File: src/rtl/iovf_map.vh
`ifndef IOVF_MAP_VH
`define IOVF_MAP_VH

// Command codes of the three settings
`define IOVF_OFS_FAULT_THR   8'h55
`define IOVF_OFS_REACTION    8'h56
`define IOVF_OFS_WARN_THR    8'h57

// Reaction register field positions
`define IOVF_RESP_MSB        7
`define IOVF_RESP_LSB        6
`define IOVF_RETRY_MSB       5
`define IOVF_RETRY_LSB       3
`define IOVF_DELAY_MSB       2
`define IOVF_DELAY_LSB       0

// Response codes
`define IOVF_RESP_IGNORE     2'h0
`define IOVF_RESP_DELAYED    2'h1
`define IOVF_RESP_DISABLE    2'h2
`define IOVF_RESP_LATCH      2'h3

// Retry codes
`define IOVF_RETRY_NONE      3'h0
`define IOVF_RETRY_FOREVER   3'h7

// Linear format fields
`define IOVF_LIN_EXP_MSB     15
`define IOVF_LIN_EXP_LSB     11
`define IOVF_LIN_SIGN        10

// Reset values of the settings
`define IOVF_RST_FAULT_THR   16'h0000
`define IOVF_RST_REACTION    8'h80
`define IOVF_RST_WARN_THR    16'h0000

`endif

File: src/rtl/iovf_fault_handler.v
// Function
// - The fault threshold is a 16-bit linear-format voltage readable and writable by the host.
// - A separate 16-bit linear-format warning threshold is readable and writable by the host.
// - Response code 00 keeps the output running through a fault.
// - Response code 01 keeps running for the delay, then follows the retry code if the fault remains.
// - Response code 10 turns the output off at once and then follows the retry code.
// - Response code 11 holds the output off until the fault is cleared by any clearing event.
// - Retry code 000 makes no restart and holds the output off until cleared.
// - Retry codes 001 to 110 make that many restarts, then hold the output off until cleared.
// - Retry code 111 retries without limit until commanded off or another fault stops it.
// - The delay code selects two to the power of the code time units, 1 to 128.
// - The delay serves as continued-run time and as spacing between restart starts.
// - The length of one time unit comes from a separate configuration value.
`timescale 1ns/1ps
`include "iovf_map.vh"

module iovf_fault_handler #(
  parameter UNIT_W = 16
) (
  input  wire              ref_clk_in,
  input  wire              reset_n_in,
  input  wire [7:0]        cmd_code_in,
  input  wire              cmd_wr_in,
  input  wire [15:0]       cmd_wdata_in,
  output reg  [15:0]       cmd_rdata_out,
  input  wire              clear_faults_in,
  input  wire              status_clr_in,
  input  wire              run_enable_in,
  input  wire              other_fault_in,
  input  wire [15:0]       vin_meas_in,
  input  wire [UNIT_W-1:0] unit_cycles_in,
  output reg               output_enable_out,
  output reg               ov_fault_out,
  output reg               ov_warn_out,
  output reg  [2:0]        retry_count_out
);

  // One-hot states
  localparam [3:0] ST_RUN   = 4'h1;
  localparam [3:0] ST_DELAY = 4'h2;
  localparam [3:0] ST_WAIT  = 4'h4;
  localparam [3:0] ST_LATCH = 4'h8;

  reg  [15:0] fault_thr_ff;
  reg  [7:0]  reaction_ff;
  reg  [15:0] warn_thr_ff;
  reg  [3:0]  state_ff;
  reg  [3:0]  nxt_state;
  reg  [2:0]  nxt_retry_count;
  reg         nxt_timer_start;
  reg         timer_start_ff;
  wire        timer_done;
  wire [1:0]  resp_code;
  wire [2:0]  retry_code;
  wire [2:0]  delay_code;
  wire        over_fault;
  wire        over_warn;
  wire        fault_cleared;
  wire        may_retry;

  ////////////////////////////////////////////////////////////////////////////
  // Linear format to a plain magnitude; negative values count as zero
  function [41:0] lin_mag;
    input [15:0] v;
    reg   [4:0]  sh;
    begin
      sh      = v[`IOVF_LIN_EXP_MSB:`IOVF_LIN_EXP_LSB] ^ 5'h10;
      lin_mag = v[`IOVF_LIN_SIGN] ? 42'h000_0000_0000 : ({32'h0000_0000, v[9:0]} << sh);
    end
  endfunction

  // Full decode so thresholds and readings may use different exponents
  assign over_fault = lin_mag(vin_meas_in) > lin_mag(fault_thr_ff);
  assign over_warn  = lin_mag(vin_meas_in) > lin_mag(warn_thr_ff);

  assign resp_code  = reaction_ff[`IOVF_RESP_MSB:`IOVF_RESP_LSB];
  assign retry_code = reaction_ff[`IOVF_RETRY_MSB:`IOVF_RETRY_LSB];
  assign delay_code = reaction_ff[`IOVF_DELAY_MSB:`IOVF_DELAY_LSB];

  // Any event that clears the fault; the off half of an on/off cycle lives in the FSM
  assign fault_cleared = clear_faults_in | status_clr_in;

  // Another attempt is allowed while the budget lasts, or always for the endless code
  assign may_retry = (retry_code == `IOVF_RETRY_FOREVER) ||
                     (retry_count_out < retry_code);

  ////////////////////////////////////////////////////////////////////////////
  // Settings registers written by command code
  always @(posedge ref_clk_in or negedge reset_n_in) begin
    if (!reset_n_in) begin
      fault_thr_ff <= `IOVF_RST_FAULT_THR;
      reaction_ff  <= `IOVF_RST_REACTION;
      warn_thr_ff  <= `IOVF_RST_WARN_THR;
    end else if (cmd_wr_in) begin
      case (cmd_code_in)
        `IOVF_OFS_FAULT_THR: fault_thr_ff <= cmd_wdata_in;
        `IOVF_OFS_REACTION:  reaction_ff  <= cmd_wdata_in[7:0];
        `IOVF_OFS_WARN_THR:  warn_thr_ff  <= cmd_wdata_in;
        default: ;
      endcase
    end
  end

  ////////////////////////////////////////////////////////////////////////////
  // Read data follows the command code one cycle later; unknown codes read zero
  always @(posedge ref_clk_in or negedge reset_n_in) begin
    if (!reset_n_in) begin
      cmd_rdata_out <= 16'h0000;
    end else begin
      case (cmd_code_in)
        `IOVF_OFS_FAULT_THR: cmd_rdata_out <= fault_thr_ff;
        `IOVF_OFS_REACTION:  cmd_rdata_out <= {8'h00, reaction_ff};
        `IOVF_OFS_WARN_THR:  cmd_rdata_out <= warn_thr_ff;
        default:             cmd_rdata_out <= 16'h0000;
      endcase
    end
  end

  ////////////////////////////////////////////////////////////////////////////
  // Sticky flags; a new event wins over a clear in the same cycle
  always @(posedge ref_clk_in or negedge reset_n_in) begin
    if (!reset_n_in) begin
      ov_fault_out <= 1'b0;
      ov_warn_out  <= 1'b0;
    end else begin
      ov_fault_out <= over_fault | (ov_fault_out & ~fault_cleared);
      ov_warn_out  <= over_warn  | (ov_warn_out  & ~fault_cleared);
    end
  end

  ////////////////////////////////////////////////////////////////////////////
  // Reaction state machine
  always @* begin
    nxt_state       = state_ff;
    nxt_retry_count = retry_count_out;
    nxt_timer_start = 1'b0;
    case (state_ff)
      ST_RUN: begin
        if (run_enable_in && !other_fault_in && over_fault) begin
          case (resp_code)
            `IOVF_RESP_IGNORE: nxt_state = ST_RUN;
            `IOVF_RESP_DELAYED: begin
              nxt_state       = ST_DELAY;
              nxt_timer_start = 1'b1;
            end
            `IOVF_RESP_DISABLE: begin
              if (retry_code == `IOVF_RETRY_NONE) begin
                nxt_state = ST_LATCH;
              end else begin
                nxt_state       = ST_WAIT;
                nxt_timer_start = 1'b1;
              end
            end
            default: nxt_state = ST_LATCH;
          endcase
        end
      end
      ST_DELAY: begin
        // Output stays on until the delay ends
        if (timer_done) begin
          if (!over_fault) begin
            nxt_state = ST_RUN;
          end else if (retry_code == `IOVF_RETRY_NONE) begin
            nxt_state = ST_LATCH;
          end else begin
            nxt_state       = ST_WAIT;
            nxt_timer_start = 1'b1;
          end
        end
      end
      ST_WAIT: begin
        // One attempt per delay interval; a clean input means the restart held
        if (timer_done) begin
          if (!over_fault) begin
            nxt_state       = ST_RUN;
            nxt_retry_count = 3'h0;
          end else if (may_retry) begin
            nxt_timer_start = 1'b1;
            if (retry_code != `IOVF_RETRY_FOREVER) begin
              nxt_retry_count = retry_count_out + 3'h1;
            end
          end else begin
            nxt_state = ST_LATCH;
          end
        end
      end
      ST_LATCH: begin
        if (fault_cleared) begin
          nxt_state       = ST_RUN;
          nxt_retry_count = 3'h0;
        end
      end
      default: nxt_state = ST_RUN;
    endcase
    // Commanded off or stopped by another fault ends every reaction
    if (!run_enable_in || other_fault_in) begin
      nxt_state       = ST_RUN;
      nxt_retry_count = 3'h0;
      nxt_timer_start = 1'b0;
    end
  end

  ////////////////////////////////////////////////////////////////////////////
  // State, counter and output enable registers
  always @(posedge ref_clk_in or negedge reset_n_in) begin
    if (!reset_n_in) begin
      state_ff          <= ST_RUN;
      retry_count_out   <= 3'h0;
      timer_start_ff    <= 1'b0;
      output_enable_out <= 1'b0;
    end else begin
      state_ff          <= nxt_state;
      retry_count_out   <= nxt_retry_count;
      timer_start_ff    <= nxt_timer_start;
      // Output is on in RUN and DELAY only, and only while enabled
      output_enable_out <= run_enable_in & ~other_fault_in &
                           (nxt_state[0] | nxt_state[1]);
    end
  end

  ////////////////////////////////////////////////////////////////////////////
  // Delay timer; unit length comes in from the configuration side
  iovf_delay_timer #(
    .UNIT_W (UNIT_W)
  ) u_delay_timer (
    .ref_clk_in     (ref_clk_in),
    .reset_n_in     (reset_n_in),
    .start_in       (timer_start_ff),
    .stop_in        (state_ff[0] | state_ff[3]),
    .delay_code_in  (delay_code),
    .unit_cycles_in (unit_cycles_in),
    .done_out       (timer_done)
  );

endmodule

File: src/rtl/iovf_delay_timer.v
`timescale 1ns/1ps
`include "iovf_map.vh"

module iovf_delay_timer #(
  parameter UNIT_W = 16
) (
  input  wire              ref_clk_in,
  input  wire              reset_n_in,
  input  wire              start_in,
  input  wire              stop_in,
  input  wire [2:0]        delay_code_in,
  input  wire [UNIT_W-1:0] unit_cycles_in,
  output reg               done_out
);

  reg              run_ff;
  reg [UNIT_W-1:0] div_ff;
  reg [7:0]        units_ff;
  wire             unit_tick;
  wire [7:0]       units_goal;

  // Divider gives one enable pulse per time unit; zero length acts as one cycle
  assign unit_tick  = run_ff && (div_ff + {{(UNIT_W-1){1'b0}}, 1'b1} >= unit_cycles_in);
  assign units_goal = 8'h01 << delay_code_in;

  ////////////////////////////////////////////////////////////////////////////
  // Count units up to two to the power of the delay code
  always @(posedge ref_clk_in or negedge reset_n_in) begin
    if (!reset_n_in) begin
      run_ff   <= 1'b0;
      div_ff   <= {UNIT_W{1'b0}};
      units_ff <= 8'h00;
      done_out <= 1'b0;
    end else begin
      done_out <= 1'b0;
      if (start_in) begin
        run_ff   <= 1'b1;
        div_ff   <= {UNIT_W{1'b0}};
        units_ff <= 8'h00;
      end else if (stop_in) begin
        run_ff <= 1'b0;
      end else if (unit_tick) begin
        div_ff <= {UNIT_W{1'b0}};
        if (units_ff + 8'h01 == units_goal) begin
          run_ff   <= 1'b0;
          done_out <= 1'b1;
        end else begin
          units_ff <= units_ff + 8'h01;
        end
      end else if (run_ff) begin
        div_ff <= div_ff + {{(UNIT_W-1){1'b0}}, 1'b1};
      end
    end
  end

endmodule

File: config.mk
export PLATFORM = sky130hd
export DESIGN_NAME = iovf_fault_handler
export DESIGN_NICKNAME = d
export VERILOG_FILES = /design/src/rtl/iovf_fault_handler.v /design/src/rtl/iovf_delay_timer.v
export VERILOG_INCLUDE_DIRS = /design/src /design/src/rtl
export SDC_FILE = /design/constraint.sdc
export NUM_CORES = 1
export LEC_CHECK = 0
export BUFFER_PORTS_ARGS = -buffer_cell sky130_fd_sc_hd__buf_2
export CAP_MARGIN = 10
export CELL_PAD_IN_SITES_DETAIL_PLACEMENT = 0
export CELL_PAD_IN_SITES_GLOBAL_PLACEMENT = 1
export CORE_ASPECT_RATIO = 0.75
export CORE_MARGIN = 2
export CORE_UTILIZATION = 35
export CTS_CLUSTER_SIZE = 10
export DETAILED_ROUTE_END_ITERATION = 10
export PLACE_DENSITY = 0.67
export SETUP_SLACK_MARGIN = 0.02
export SLEW_MARGIN = 20
export SYNTH_ARGS = -nofsm -noshare
export SYNTH_HDL_FRONTEND = slang
export SYNTH_SLANG_ARGS = --single-unit
File: constraint.sdc
create_clock -name ref_clk_in -period 5.05 [get_ports ref_clk_in]
set_input_delay 1.515 -clock ref_clk_in [delete_from_list [all_inputs] [get_ports ref_clk_in]]
set_output_delay 1.515 -clock ref_clk_in [all_outputs]
set_load 0.005 [all_outputs]
==> out/results.env <==
SYNTH-ASYNC-RESET-RATIO_PCT=100
IR_WORST_VDD_mV=0.164
YOSYS_WARNINGS=0
HOLD_START='ov_fault_out'
HOLD-PATH-ENDPOINT='ov_fault_out'
POWER_LEAKAGE_nW=5.28
TIMING.CRITICAL_PATH.ARRIVAL_PS=5100
YOSYSTOPAREACELLSHARE_PCT=24.8
MAXCAPVIOLATIONS=0
HOLD_BUFFERS=0
DIE_WIDTH_UM=191
CORE_AREA_SQ_UM=25900
WORSTSETUPENDPOINTTYPE='flop'
NUM_IO_PINS=85
YS_FF_LATCH=93
SYNTHCELLS=1098
LAYOUT_WORST_PATH_CYCLE_SHARE_PCT=96.3
INITIAL_ANTENNA_VIOLATION_COUNT=0
DOMINANTREGCELLSYNTH='sky130_fd_sc_hd__dfrtp_1'
WORSTHOLDPATHCELLS=1
SETUP.WORST_PATH.CLASS='in2reg'
CTS_MADE_BUFFERS=9
GP_ROUTABILITY_CONGESTION=0.958
POWER_DENS_CELLS_nW_PER_UM2=211
POST_SYNTH_INSTANCE_AREA_SQ_UM=9190
CLOCK_TREE.BUFFER_DEPTH=2
YOSYSSEQAREASHARE_PCT=25.4
WORSTPATHMAXFANOUT=6
WORST_PIN_SLEW_PS=868
CLOCK_SINK_COUNT=93
CLOCK-ROOT-BUFFER='sky130_fd_sc_hd__clkbuf_16'
TIMING.RR.END='output_enable_out'
GRT_SETUP_UNREPAIRED='false'
WIRE_PER_INST_UM=17.9
SYN_NETS=1267
SYNTH_TOP_AREA_CELL='sky130_fd_sc_hd__dfrtp_1'
NUM_ROWS=51
CP_DATA_REQUIRED_TIME_PS=5280
CTS.CLK_SLEW.WORST_PATHS_PS=70
FIRST_PASS_GRT_WIRE_LENGTH_UM=44600
DR.PASS1.ITERS=5
CP-START-KIND='input port'
DRT_WL_TOTAL_UM=28600
ROUTE.ANTENNA.REMAINING_NETS=0
REG2REG_DEPTH=18
VIASPERCELL=5.52
SYNTH.DISTINCT_CELLS=69
FINAL.SETUP_SKEW_PS=10.7
TRITONCTS='yes'
SETUP_VIOLATIONS=0
VIAS=8821
POST_ROUTE_CELLS_DRIVE_ABOVE_1_SHARE_PCT=24.4
SLEW_HEADROOM_PCT=41.9
OUTCOME='finished clean'
HOLDCRITPATHCLASS='reg2reg'
SLEW_VIOL_FINAL=0
YS_TOP_CELLS_BY_AREA='sky130_fd_sc_hd__dfrtp_1 25%, sky130_fd_sc_hd__ha_1 14%, sky130_fd_sc_hd__mux2_2 8.2%'
WORST_SLACK_PS=185
FINAL_HOLD_VIOL_COUNT=0
DIE-AREA_SQ_UM=27600
GLOBALROUTETOTALUTIL_PCT=20.7
R2R_SLACK_PS=700
FMAX_GHz=0.206
GRT_PASS1_VIAS=7894
DRT_ITER0_DRC=995
LAYOUT.CORE_UTILIZATION_PCT=42.6
STARTING_DENSITY_OF_THE_CORE_PCT=35.5
DETAIL_ROUTE.DRC_VIOLATIONS=0
PRE_CTS_WS_PS=-489
PORT_BUFFERS=84
GRT_OVERFLOW=0
TIMING.FINAL.CRIT_PERIOD_PS=4860
DP_HPWL_UM=23200
WORSTSKEWPAIRLATENCY_PS=350
CHIPHEIGHT_UM=144
SYNTH.AVG_CELL_AREA_SQ_UM=8.37
WORST_R2R_STARTPOINT='fault_thr_ff[11]'
ANTENNA_FIX_CELLS=0
SYN2LAYOUT_AREA_GROWTH_PCT=20.2
FIN_NETS=1418
MAXIMUM_LEVEL_OF_THE_CTS_H_TREE=3
GRT_START_MAX_NET_PINS=47
NUMBER_OF_ENABLE_TYPE_REGISTER_CELLS_IN_THE_SYNTHESIZED_NETLIST=0
area by class of cell:
type / instances / area [sq um]
Inverter: 39 / 146
Fill cell: 2656 / 14900
Timing Repair Buffer: 193 / 1240
Clock buffer: 10 / 229
Sequential cell: 93 / 2330
Multi-Input combinational cell: 913 / 6550
Clock inverter: 6 / 119
Tap cell: 344 / 430
kinds of logic (layout without fill, tap and decap cells):
kind of cell	Yosys count	in the layout	share of synthesized area, %
xor gates and xnor gates	24	24	2.29
muxes	101	101	13.1
buffers and inverters	92	248	3.85
DFF	93	93	25.4
and+or+nand+nor	420	420	22.3
AOI/OAI and AO/OA	260	260	18.4
adders and majority gates	108	108	14.7
layout by cell type, fill, tap and decap left out, drive strengths merged, types with 12 or more instances in the layout:
| master | Yosys | layout |
|---|---|---|
| a21oi | 49 | 49 |
| a22oi | 16 | 16 |
| a21o | 35 | 35 |
| a22o | 16 | 16 |
| mux2 | 68 | 68 |
| nor2 | 92 | 92 |
| nand2b | 23 | 23 |
| dfrtp | 91 | 91 |
| ha | 106 | 106 |
| inv | 37 | 39 |
| o22ai | 14 | 14 |
| xor2 | 12 | 12 |
| and3 | 15 | 15 |
| nor3 | 13 | 13 |
| buf | 5 | 193 |
| nand3 | 36 | 36 |
| nor2b | 22 | 22 |
| mux2i | 26 | 26 |
| o21ai | 70 | 70 |
| xnor2 | 12 | 12 |
| nand2 | 144 | 144 |
| nand4 | 13 | 13 |
flip-flops by register name, indices dropped and copies added (netlist names), 3 cells and up:
register,count
retry_count_out,3
reaction_ff,8
u_delay_timer.units_ff,8
warn_thr_ff,16
fault_thr_ff,16
u_delay_timer.div_ff,16
state_ff,4
cmd_rdata_out,16
critical path: stages:
cell	delay [ps]
sky130_fd_sc_hd__buf_2	170
sky130_fd_sc_hd__mux4_2	550
sky130_fd_sc_hd__mux2_2	310
sky130_fd_sc_hd__a21oi_2	170
sky130_fd_sc_hd__nor2_1	80
sky130_fd_sc_hd__ha_1	310
sky130_fd_sc_hd__nand4_1	170
sky130_fd_sc_hd__inv_1	100
sky130_fd_sc_hd__a2111oi_4	330
sky130_fd_sc_hd__o21ai_1	130
sky130_fd_sc_hd__maj3_2	340
sky130_fd_sc_hd__a311oi_4	200
sky130_fd_sc_hd__buf_4	180
sky130_fd_sc_hd__nor2_2	50
sky130_fd_sc_hd__a31o_1	210
sky130_fd_sc_hd__o31a_1	290
synthesized netlist by cell type (5+ instances only):
library cell and number:
sky130_fd_sc_hd__a21o_1 35, sky130_fd_sc_hd__nor4b_1 7, sky130_fd_sc_hd__and3_1 15, sky130_fd_sc_hd__a211oi_1 10, sky130_fd_sc_hd__nor2b_1 22, sky130_fd_sc_hd__mux2i_1 25
sky130_fd_sc_hd__inv_1 37, sky130_fd_sc_hd__and4_1 5, sky130_fd_sc_hd__nor3_1 13, sky130_fd_sc_hd__a21oi_1 49, sky130_fd_sc_hd__a31o_2 5, sky130_fd_sc_hd__xnor2_1 12
sky130_fd_sc_hd__o21ai_0 69, sky130_fd_sc_hd__nor4_1 9, sky130_fd_sc_hd__a31oi_1 11, sky130_fd_sc_hd__or3_1 9, sky130_fd_sc_hd__xor2_1 12, sky130_fd_sc_hd__mux2_2 67
sky130_fd_sc_hd__nand2_1 144, sky130_fd_sc_hd__nand2b_1 23, sky130_fd_sc_hd__and2_1 11, sky130_fd_sc_hd__a22oi_1 16, sky130_fd_sc_hd__nand3_1 36, sky130_fd_sc_hd__mux4_2 5
sky130_fd_sc_hd__a22o_1 16, sky130_fd_sc_hd__nand3b_1 8, sky130_fd_sc_hd__nand4_1 13, sky130_fd_sc_hd__ha_1 106, sky130_fd_sc_hd__clkbuf_1 48, sky130_fd_sc_hd__o22ai_1 14
sky130_fd_sc_hd__dfrtp_1 91, sky130_fd_sc_hd__nor2_1 90
metal layers:
layer / global-route usage (%) / wire, um
met2: 27.8 / 11000
met1: 33.8 / 15500
met5: 0 / 0
met3: 3.32 / 1820
met4: 3.48 / 316
worst max path at each step:
stage | to | startpoint
after CTS | retry_count_out[2] | vin_meas_in[11]
after global placement | retry_count_out[2] | vin_meas_in[11]
after global routing | output_enable_out | vin_meas_in[11]
final | output_enable_out | vin_meas_in[11]
after detailed placement | retry_count_out[0] | vin_meas_in[11]
after floorplan | output_enable_out | vin_meas_in[11]
repair_timing:
action / CTS / global route
pin swaps: 0 / 4
gates resized for setup: 3 / 10
setup buffers: 0 / 1
setup endpoints to repair: 7 / 9
power breakdown:
| group | switching (mW) | internal, mW | total [mW] |
|---|---|---|---|
| Sequential | 0.0626 | 0.782 | 0.845 |
| Combinational | 0.358 | 0.314 | 0.672 |
| Clock | 0.321 | 0.491 | 0.812 |
per-stage QoR:
stage	hold WS (ps)	power, mW	instances	area (sq um)	setup TNS, ps
floorplan	469	1.24	1098	9190	0
global placement	469	1.51	1581	10600	-1930
detailed placement	461	1.51	1581	10600	-3700
CTS	486	2.33	1597	11000	0
global route	504	2.45	1598	11000	0
finish	492	2.33	1598	11000	0
(Power assumes the default switching activity.)
